<file path="src/rtl/mes_pkg.sv">
// constants for the memory ecc syndrome logger: register map, field layout,
// check-bit equations and syndrome codes.
// assumes a 32-bit apb register port and 32-bit data words with 7 check bits.
package mes_pkg;

	// register byte addresses
	localparam logic [31:0] MES_SYN_LOG_ADDR = 32'hbfa8_0000;
	localparam logic [31:0] MES_ECC_CTRL_ADDR = 32'hbfac_0000;
	localparam logic [31:0] MES_ERR_COUNT_ADDR = 32'hbfb0_0000;

	// syndrome log fields
	localparam int MES_HI_VALID_BIT = 31;
	localparam int MES_HI_CHECK_LSB = 24;
	localparam int MES_HI_SINGLE_BIT = 23;
	localparam int MES_HI_SYN_LSB = 16;
	localparam int MES_LO_VALID_BIT = 15;
	localparam int MES_LO_CHECK_LSB = 8;
	localparam int MES_LO_SINGLE_BIT = 7;
	localparam int MES_LO_SYN_LSB = 0;
	localparam logic [31:0] MES_SYN_LOG_RESET = 32'h0000_0000;

	// control fields
	localparam int MES_CTRL_RD_OVR_BIT = 15;
	localparam int MES_CTRL_WR_OVR_BIT = 14;
	localparam int MES_CTRL_CORRECT_BIT = 13;
	localparam int MES_CTRL_STRIDE_BIT = 10;
	localparam int MES_CTRL_CHECK_LSB = 0;
	localparam logic [31:0] MES_ECC_CTRL_RESET = 32'h0000_0000;

	// error count fields
	localparam int MES_CNT_SINGLE_LSB = 0;
	localparam int MES_CNT_DOUBLE_LSB = 16;
	localparam logic [15:0] MES_CNT_RESET = 16'h0000;

	localparam logic [6:0] MES_ZERO_CHECK = 7'h00;

	// data bits feeding each check bit, packed order c16 c8 c4 c1 c2 c0 cx
	localparam logic [31:0] MES_MASK_C16 = 32'hff00_00ff;
	localparam logic [31:0] MES_MASK_C8 = 32'hff00_df00;
	localparam logic [31:0] MES_MASK_C4 = 32'hc0fc_c0fc;
	localparam logic [31:0] MES_MASK_C1 = 32'ha699_a699;
	localparam logic [31:0] MES_MASK_C2 = 32'h38e3_38e3;
	localparam logic [31:0] MES_MASK_C0 = 32'h1557_1557;
	localparam logic [31:0] MES_MASK_CX = 32'hb42e_4bd1;
	// c1 and c2 are odd parity, the rest even
	localparam logic [6:0] MES_ODD_PARITY = 7'h0c;

	// syndrome that names each data bit, index is the data bit
	localparam logic [6:0] MES_DATA_SYN [0:31] = '{
		7'h4f, 7'h4a, 7'h52, 7'h54, 7'h57, 7'h58, 7'h5b, 7'h5d,
		7'h23, 7'h25, 7'h26, 7'h29, 7'h2a, 7'h2c, 7'h31, 7'h34,
		7'h0e, 7'h0b, 7'h13, 7'h15, 7'h16, 7'h19, 7'h1a, 7'h1c,
		7'h62, 7'h64, 7'h67, 7'h68, 7'h6b, 7'h6d, 7'h70, 7'h75
	};

	// multi-bit syndromes: detected but never reported as hard errors
	function automatic logic mes_is_multi(input logic [6:0] syn);
		unique case (syn)
			7'h07, 7'h0d, 7'h1f, 7'h2f, 7'h32, 7'h37, 7'h38, 7'h3b, 7'h3d,
			7'h3e, 7'h43, 7'h45, 7'h46, 7'h49, 7'h4c, 7'h51, 7'h5e, 7'h61,
			7'h6e, 7'h73, 7'h76, 7'h79, 7'h7a, 7'h7c, 7'h7f: mes_is_multi = 1'b1;
			default: mes_is_multi = 1'b0;
		endcase
	endfunction

endpackage

</file>
<file path="src/rtl/mes_logger.sv">
// memory ecc datapath with syndrome log, ecc control and error counters.
// assumes all request inputs and error_log_valid are on mclk; the error
// address log outside sets error_log_valid on the edge after error_capture.
//
// Notes on behaviour
// - syndrome log holds unchanged by reads while the error address log valid flag is set.
// - syndrome log clears on reset and on any processor write to the syndrome log.
// - high valid bit sets whenever the high check field updates.
// - high check field tracks last high-bank check bits until an error is logged.
// - bit 23 records single (1) or double or multi (0) for a high-bank error.
// - bits 22:16 record the high-bank syndrome on a high-bank error.
// - low valid bit sets whenever the low check field updates.
// - low check field tracks last low-bank check bits until an error is logged.
// - bits 6:0 record the low-bank syndrome on a low-bank error.
// - bit 7 records single (1) or double or multi (0) for a low-bank error.
// - ecc control is read/write and clears to zero on reset.
// - control bit 15 substitutes the diagnostic check value on reads.
// - control bit 14 substitutes the diagnostic check value on writes.
// - control bit 13 inverts the data bit named by the syndrome.
// - correction enable changes only returned data, never logging or errors.
// - control bit 10 selects 8 or 32 megabyte bank stride.
// - seven check bits are made on writes and verified on reads.
// - first single, double or multi error loads address, check and syndrome logs.
// - each check bit is xor of listed data bits, c1 and c2 odd.
// - check field packs c16, c8, c4, c1, c2, c0, cx by weight.
// - syndrome zero is clean, listed and one-hot codes single, others double or multi.
// - hard error lines pulse for double-bit syndromes only.
// - while the valid flag is set, later errors are not logged.
//
// Chosen here: the APB interface to the registers.
`timescale 1ns/1ps
`default_nettype none

module mes_logger
	import mes_pkg::*;
(
	input wire logic mclk,
	input wire logic rst_n,
	// apb slave
	input wire logic psel,
	input wire logic penable,
	input wire logic pwrite,
	input wire logic [31:0] paddr,
	input wire logic [31:0] pwdata,
	output logic [31:0] prdata,
	output logic pready,
	output logic pslverr,
	// memory write path
	input wire logic wr_valid,
	input wire logic [31:0] wr_data,
	output logic wr_out_valid,
	output logic [31:0] wr_out_data,
	output logic [6:0] wr_out_check,
	// memory read path
	input wire logic rd_valid,
	input wire logic [31:0] rd_data,
	input wire logic [6:0] rd_check,
	input wire logic rd_high_bank,
	input wire logic rd_from_processor,
	output logic rd_out_valid,
	output logic [31:0] rd_out_data,
	output logic rd_single_error,
	output logic rd_double_error,
	output logic rd_multi_error,
	output logic processor_read_hard_error_n,
	output logic option_bus_hard_error_n,
	// error address log handshake
	input wire logic error_log_valid,
	output logic error_capture,
	// array decode
	output logic large_bank_stride
);

	// control register fields, reserved bits are not stored and read as zero
	logic read_check_override;
	logic write_check_override;
	logic correct_enable;
	logic [6:0] diag_check;

	// syndrome log fields
	logic high_log_valid;
	logic [6:0] high_bank_check_bits;
	logic high_single_flag;
	logic [6:0] high_bank_syndrome;
	logic low_log_valid;
	logic [6:0] low_bank_check_bits;
	logic low_single_flag;
	logic [6:0] low_bank_syndrome;

	logic [15:0] single_count;
	logic [15:0] double_count;

	// apb decode
	logic apb_setup;
	logic apb_write;
	logic sel_log;
	logic sel_ctrl;
	logic sel_count;

	assign apb_setup = psel & ~penable;
	assign apb_write = psel & penable & pready & pwrite;
	assign sel_log = (paddr == MES_SYN_LOG_ADDR);
	assign sel_ctrl = (paddr == MES_ECC_CTRL_ADDR);
	assign sel_count = (paddr == MES_ERR_COUNT_ADDR);

	// check-bit generator shared by both paths
	function automatic logic [6:0] mes_gen_check(input logic [31:0] d);
		logic [6:0] even;
		even = {^(d & MES_MASK_C16), ^(d & MES_MASK_C8), ^(d & MES_MASK_C4),
			^(d & MES_MASK_C1), ^(d & MES_MASK_C2), ^(d & MES_MASK_C0),
			^(d & MES_MASK_CX)};
		mes_gen_check = even ^ MES_ODD_PARITY;
	endfunction

	// read path decode
	logic [6:0] used_check;
	logic [6:0] syndrome;
	logic [31:0] flip_mask;
	logic check_bit_hit;
	logic syn_single;
	logic syn_multi;
	logic syn_double;
	logic syn_error;
	logic log_frozen;

	assign used_check = read_check_override ? diag_check : rd_check;
	assign syndrome = used_check ^ mes_gen_check(rd_data);

	genvar gi;
	generate
		for (gi = 0; gi < 32; gi++) begin : g_flip
			assign flip_mask[gi] = (syndrome == MES_DATA_SYN[gi]);
		end
	endgenerate

	// a lone check-bit error has a one-hot syndrome
	assign check_bit_hit = (syndrome != MES_ZERO_CHECK) &&
		((syndrome & (syndrome - 7'h01)) == MES_ZERO_CHECK);
	assign syn_single = (|flip_mask) | check_bit_hit;
	assign syn_multi = mes_is_multi(syndrome);
	assign syn_double = (syndrome != MES_ZERO_CHECK) & ~syn_single & ~syn_multi;
	assign syn_error = rd_valid & (syndrome != MES_ZERO_CHECK);

	// the external valid flag lags our capture by one edge; the capture
	// pulse covers that gap so a second error cannot slip in behind it
	assign log_frozen = error_log_valid | error_capture;

	// control register
	always_ff @(posedge mclk or negedge rst_n) begin
		if (!rst_n) begin
			read_check_override <= MES_ECC_CTRL_RESET[MES_CTRL_RD_OVR_BIT];
			write_check_override <= MES_ECC_CTRL_RESET[MES_CTRL_WR_OVR_BIT];
			correct_enable <= MES_ECC_CTRL_RESET[MES_CTRL_CORRECT_BIT];
			large_bank_stride <= MES_ECC_CTRL_RESET[MES_CTRL_STRIDE_BIT];
			diag_check <= MES_ECC_CTRL_RESET[MES_CTRL_CHECK_LSB +: 7];
		end else if (apb_write && sel_ctrl) begin
			read_check_override <= pwdata[MES_CTRL_RD_OVR_BIT];
			write_check_override <= pwdata[MES_CTRL_WR_OVR_BIT];
			correct_enable <= pwdata[MES_CTRL_CORRECT_BIT];
			large_bank_stride <= pwdata[MES_CTRL_STRIDE_BIT];
			diag_check <= pwdata[MES_CTRL_CHECK_LSB +: 7];
		end
	end

	// write path: one register stage
	always_ff @(posedge mclk or negedge rst_n) begin
		if (!rst_n) begin
			wr_out_valid <= 1'b0;
			wr_out_data <= 32'h0000_0000;
			wr_out_check <= MES_ZERO_CHECK;
		end else begin
			wr_out_valid <= wr_valid;
			if (wr_valid) begin
				wr_out_data <= wr_data;
				wr_out_check <= write_check_override ? diag_check
					: mes_gen_check(wr_data);
			end
		end
	end

	// read path: correction touches only the data word
	always_ff @(posedge mclk or negedge rst_n) begin
		if (!rst_n) begin
			rd_out_valid <= 1'b0;
			rd_out_data <= 32'h0000_0000;
		end else begin
			rd_out_valid <= rd_valid;
			if (rd_valid) begin
				rd_out_data <= correct_enable ? (rd_data ^ flip_mask)
					: rd_data;
			end
		end
	end

	// error flags and hard error lines, independent of correct_enable
	always_ff @(posedge mclk or negedge rst_n) begin
		if (!rst_n) begin
			rd_single_error <= 1'b0;
			rd_double_error <= 1'b0;
			rd_multi_error <= 1'b0;
			processor_read_hard_error_n <= 1'b1;
			option_bus_hard_error_n <= 1'b1;
		end else begin
			rd_single_error <= rd_valid & syn_single;
			rd_double_error <= rd_valid & syn_double;
			rd_multi_error <= rd_valid & syn_multi;
			// multi-bit codes deliberately raise no hard error
			processor_read_hard_error_n <= ~(rd_valid & syn_double &
				rd_from_processor);
			option_bus_hard_error_n <= ~(rd_valid & syn_double &
				~rd_from_processor);
		end
	end

	// capture strobe toward the error address log
	always_ff @(posedge mclk or negedge rst_n) begin
		if (!rst_n) begin
			error_capture <= 1'b0;
		end else begin
			error_capture <= syn_error & ~log_frozen;
		end
	end

	// syndrome log, high half
	always_ff @(posedge mclk or negedge rst_n) begin
		if (!rst_n) begin
			high_log_valid <= MES_SYN_LOG_RESET[MES_HI_VALID_BIT];
			high_bank_check_bits <= MES_SYN_LOG_RESET[MES_HI_CHECK_LSB +: 7];
			high_single_flag <= MES_SYN_LOG_RESET[MES_HI_SINGLE_BIT];
			high_bank_syndrome <= MES_SYN_LOG_RESET[MES_HI_SYN_LSB +: 7];
		end else if (apb_write && sel_log) begin
			// write clears regardless of data and beats a capture
			high_log_valid <= 1'b0;
			high_bank_check_bits <= MES_ZERO_CHECK;
			high_single_flag <= 1'b0;
			high_bank_syndrome <= MES_ZERO_CHECK;
		end else if (rd_valid && rd_high_bank && !log_frozen) begin
			high_bank_check_bits <= used_check;
			high_log_valid <= 1'b1;
			if (syn_error) begin
				high_bank_syndrome <= syndrome;
				high_single_flag <= syn_single;
			end
		end
	end

	// syndrome log, low half
	always_ff @(posedge mclk or negedge rst_n) begin
		if (!rst_n) begin
			low_log_valid <= MES_SYN_LOG_RESET[MES_LO_VALID_BIT];
			low_bank_check_bits <= MES_SYN_LOG_RESET[MES_LO_CHECK_LSB +: 7];
			low_single_flag <= MES_SYN_LOG_RESET[MES_LO_SINGLE_BIT];
			low_bank_syndrome <= MES_SYN_LOG_RESET[MES_LO_SYN_LSB +: 7];
		end else if (apb_write && sel_log) begin
			low_log_valid <= 1'b0;
			low_bank_check_bits <= MES_ZERO_CHECK;
			low_single_flag <= 1'b0;
			low_bank_syndrome <= MES_ZERO_CHECK;
		end else if (rd_valid && !rd_high_bank && !log_frozen) begin
			low_bank_check_bits <= used_check;
			low_log_valid <= 1'b1;
			if (syn_error) begin
				low_bank_syndrome <= syndrome;
				low_single_flag <= syn_single;
			end
		end
	end

	// saturating error counters; a write clears, a same-cycle event is kept
	always_ff @(posedge mclk or negedge rst_n) begin
		if (!rst_n) begin
			single_count <= MES_CNT_RESET;
			double_count <= MES_CNT_RESET;
		end else begin
			if (apb_write && sel_count) begin
				single_count <= {15'h0000, rd_valid & syn_single};
				double_count <= {15'h0000, rd_valid & syn_double};
			end else begin
				if (rd_valid && syn_single && single_count != 16'hffff) begin
					single_count <= single_count + 16'h0001;
				end
				if (rd_valid && syn_double && double_count != 16'hffff) begin
					double_count <= double_count + 16'h0001;
				end
			end
		end
	end

	// apb answer: data and ready are registered in the setup cycle, so
	// every access finishes in its first access cycle
	always_ff @(posedge mclk or negedge rst_n) begin
		if (!rst_n) begin
			pready <= 1'b0;
			pslverr <= 1'b0;
			prdata <= 32'h0000_0000;
		end else begin
			pready <= apb_setup;
			if (apb_setup) begin
				pslverr <= ~(sel_log | sel_ctrl | sel_count);
				prdata <= 32'h0000_0000;
				if (!pwrite) begin
					if (sel_log) begin
						prdata <= {high_log_valid, high_bank_check_bits, high_single_flag,
							high_bank_syndrome, low_log_valid, low_bank_check_bits,
							low_single_flag, low_bank_syndrome};
					end else if (sel_ctrl) begin
						prdata <= {16'h0000, read_check_override, write_check_override,
							correct_enable, 2'b00, large_bank_stride, 3'b000,
							diag_check};
					end else if (sel_count) begin
						prdata <= {double_count, single_count};
					end
				end
			end else begin
				pslverr <= 1'b0;
			end
		end
	end

endmodule // mes_logger

`default_nettype wire

</file>
<file path="config.mk">
export PLATFORM = sky130hd
export DESIGN_NAME = mes_logger
export DESIGN_NICKNAME = d
export VERILOG_FILES = /design/src/rtl/mes_pkg.sv /design/src/rtl/mes_logger.sv
export SDC_FILE = /design/constraint.sdc
export NUM_CORES = 1
export LEC_CHECK = 0
export BUFFER_PORTS_ARGS = -buffer_cell sky130_fd_sc_hd__buf_4
export CAP_MARGIN = 0
export CORE_UTILIZATION = 59
export DETAILED_ROUTE_END_ITERATION = 12
export PLACE_DENSITY = 0.88
export RECOVER_POWER = 50
export SLEW_MARGIN = 25
export SYNTH_ARGS = -nofsm -noshare
export SYNTH_HDL_FRONTEND = slang
export SYNTH_SLANG_ARGS = --single-unit
</file>
<file path="constraint.sdc">
create_clock -name mclk -period 8.2 [get_ports mclk]
set_clock_uncertainty 0.1 [all_clocks]
set_input_delay 0.41 -clock mclk [delete_from_list [all_inputs] [get_ports mclk]]
set_output_delay 0.41 -clock mclk [all_outputs]
set_load 0.1 [all_outputs]
</file>
==> out/summary.md <==
The flow ran to the end, but the final reports show violations. The final reports fail on capacitance limit, slew limit. The root buffer cell was clkbuf_16. The number of global-route vias before repair was 8,872. The XOR/XNOR share of the synthesized area is 0.179, and the DRC violations left is 0. The HPWL after detailed placement is 21.9 mm. In this run the horizontal extent of the chip is 136 um.

The tools report the number of nets still failing antenna checks after routing as 0. Number of warnings printed during yosys synthesis: 0. The wire length of the first global-routing pass came out at 46.9 mm.

By area, the combinational part of the netlist is dominated by XOR/XNOR gates. For this design the top-level I/O count stands at 259. The area fraction in and, or, nand and nor cells after synthesis came out at 0.150. Synthesis produced a netlist with a net count of 1,195.

The post-route clock period utilization came out at 0.713. Multiplexer fraction of the synthesized cell area: 0.0882. The min-delay analysis places its worst path in the category primary input to flip-flop. The adder and majority gate portion of the synthesized area is 0.00235.

The clock net in this run drives a total of 188 sinks. The number of violations reported at the end of detailed-routing iteration 0 was 964. In this run, synthesis produced a sequential element count of 188.

The pre-antenna-repair detailed-routing pass consisted of 5 iterations. The count of buffers added on input and output ports is 237. In this run the core area contains 48 standard-cell rows. Routed wire length per instance: 20.1 um. The number of buffers added by the clock tree synthesis step came out at 17. The post-CTS clock slew at the launch and capture registers of the worst setup and hold paths was 70 ps.

Data arrives at the worst endpoint at 6090 ps. The run gives 129 as the maximum number of pins on one net before global-route repair. The fraction of final layout cells with drive strength greater than 1 is 0.215, and the async set or reset register ratio after synthesis is 1.00. The run gives 171 MHz as the upper clock frequency limit.

The portion of synthesized cell area occupied by the leading cell type is 0.438, and the final routed wirelength across all metal layers is 30.1 mm. For the number of nets in the layout, the log shows 1,402. The actual slew at the worst max-slew pin is 3020 ps, and the synthesized instance count is 1,048. The run gives 210 as the max-slew violation total from the final report. The overall fraction of global-route tracks in use is 0.331. The number of antenna violations at the first check in global routing was 0; the total of endpoints with negative setup slack in the final report was 0.

The initial standard-cell utilization of the core came out at 0.609. The flip-flop cell with the highest count after synthesis is dfrtp_1. The logs give 0 ps for the final-layout setup total negative slack and -1.01 for the worst slew slack as a fraction of its limit.

The synthesized design spends more area on one cell type than any other, namely dfrtp_1. For the maximum clock insertion buffer count, the log shows 2. Type of element launching the critical path: a flip-flop. Setup repair after global routing left no endpoint under its margin. Yosys mapped a number of flops with a built-in enable equal to 0. A synthesized cell averages 10.2 sq um.

Layout overhead on the synthesized area: 20.7%. Sorting the synthesized cells by how often they occur yields dfrtp_1, nor2_1, xnor2_1, nand2_1, a21oi_1. The highest net fanout along the worst path is 19, and the number of buffers added for setup after CTS is 0. Data on the critical path is required at its endpoint by 8440 ps.

The final critical-path required period is 5850 ps, and the unique cell type count in the Yosys netlist is 62. VDD sags by at most 0.000248 V. The placeable core region is 0.0175 sq mm, and the power per unit of standard cell area is 319 mW/mm^2. The worst-skew pair later-pin latency came out at 440 ps.

The tools report the fraction of the yosys area taken by sequential cells as 0.442. The worst hold path passes through 2 cells. The number of vias per cell was 6.10; the leakage power was 5.45 nW. The floorplan step defined a die boundary enclosing 0.0186 sq mm.

For this run the aggregate overflow at the end of global routing stands at 0. The run gives 0 as the hold violation total from the final report. Ranked by total cell area, the synthesized netlist is headed by dfrtp_1, xnor2_1, mux2_2.

TritonCTS built the clock tree. The post-synthesis instance area was 0.0106 sq mm. The critical path in this run is classified as flip-flop to flip-flop. The cell area reported after detailed placement is 0.0125 sq mm. Detailed-route via count: 9,107. The tools report the number of levels the H-tree was split into as 4. The area fraction in compound gates after synthesis was 0.114. The run gives 0.0128 sq mm as the final design instance area without fill. Among all cell types in the netlist, the one instantiated most often is dfrtp_1.

Routability-driven placement finished with a final weighted congestion of 0.924. From bottom edge to top edge, the die measures 136 um. Measured in cells, the most critical reg-to-reg path has a length of 11. The count of antenna diodes in the layout was 0. The critical path capture point type was a flip-flop. The run gives 4 as the number of maximum-capacitance violations.
[layout by cell type, fill, tap and decap left out, types with 3 or more instances in the layout]
cell type,Yosys,final
a31oi_1,5,5
o211ai_1,8,8
a41o_1,3,3
and2_1,6,6
o32ai_1,4,4
clkbuf_1,50,89
xnor3_1,18,18
xor2_1,19,19
or4_1,12,12
or3_1,8,8
clkinv_2,0,3
xor3_1,6,6
o31ai_1,5,5
nor4_1,13,12
a22oi_1,21,21
nand3_1,15,15
xnor2_2,4,4
nand2_1,95,95
xnor2_1,116,116
buf_4,0,157
nor3_1,25,25
inv_1,7,7
a21oi_1,67,67
nor2_1,120,117
o21ai_1,4,4
a211oi_1,15,15
nand4b_1,3,3
mux2i_1,24,24
nand2b_1,8,8
mux2_2,62,62
and3_1,10,10
xnor3_2,3,3
clkbuf_16,0,17
o21ai_0,47,47
nor2_2,0,3
nand4_1,15,15
dfrtp_1,186,186
[timing repair]
item                                   in CTS  in global routing
gates resized for setup                     0                  0
endpoints found under the hold margin       1                 54
hold buffers                                1                  1
[final timing paths]
check / startpoint / endpoint / slack [ps]
hold reg to reg: prdata[30] / prdata[30] / 380
setup reg to reg: read_check_override / single_count[5] / 2350
hold / removal: pwdata[1] / diag_check[1] / 100
setup / recovery: read_check_override / single_count[5] / 2350
min in group asynchronous: rst_n / prdata[7] / 1400
max in group asynchronous: rst_n / diag_check[2] / 4360
[worst max-delay path: stages, from the launching register on]
cell      delay (ps)
dfrtp_1          650
mux2i_1          630
xnor3_1          560
xnor3_1          260
xnor2_1          810
nand2_1          420
o22a_1           330
o211a_1          230
o221ai_1         640
nor2_2           340
or4_1            570
a21oi_1          200
[stage by stage]
| step | cells | hold slack [ps] | setup slack, ps | power, mW | utilization |
|---|---|---|---|---|---|
| after floorplan | 1048 | 14.4 | 4160 | 2.73 | - |
| after global placement | 1458 | 362 | 2690 | 3.20 | 0.717 |
| after detailed placement | 1458 | 371 | 2630 | 3.24 | 0.717 |
| after CTS | 1491 | 86.7 | 2520 | 4.08 | 0.751 |
| after global routing | 1493 | 99.9 | 2230 | 4.27 | 0.734 |
| final | 1493 | 104 | 2350 | 4.10 | 0.734 |
[registers in the layout (all words and copies together), names as in the netlist, 7 cells and up]
register              cells
wr_out_check              7
low_bank_syndrome         7
rd_out_data              32
single_count             16
diag_check                7
wr_out_data              32
prdata                   32
double_count             16
high_bank_syndrome        7
high_bank_check_bits      7
low_bank_check_bits       7
[per-layer routing]
metal,GRT usage,share of wire
met1,0.443,0.40
met3,0.0623,0.080
met2,0.542,0.49
met5,0,0
met4,0.106,0.025
[power by group]
part / switching [mW] / internal (mW) / leakage [nW]
sequential: 0.109 / 1.08 / 2.33
clock: 0.381 / 0.463 / 0.285
combinational: 1.44 / 0.627 / 2.84
[cell type report]
class	count	area [sq um]
Inverter	7	26.3
Fill cell	1282	4640
Clock buffer	20	447
Clock inverter	12	139
Timing Repair Buffer	247	1550
Tap cell	225	282
Multi-Input combinational cell	794	5680
Sequential cell	188	4710
[kinds of logic after synthesis]
kind of cell / Yosys count
AO/OA/AOI/OAI: 197
XOR/XNOR: 168
adder cells (fa/ha/maj): 2
buffers and inverters: 66
flip-flops: 188
multiplexers: 86
AND/OR/NAND/NOR: 341
No activity file was read; power rests on OpenSTA's default activity.
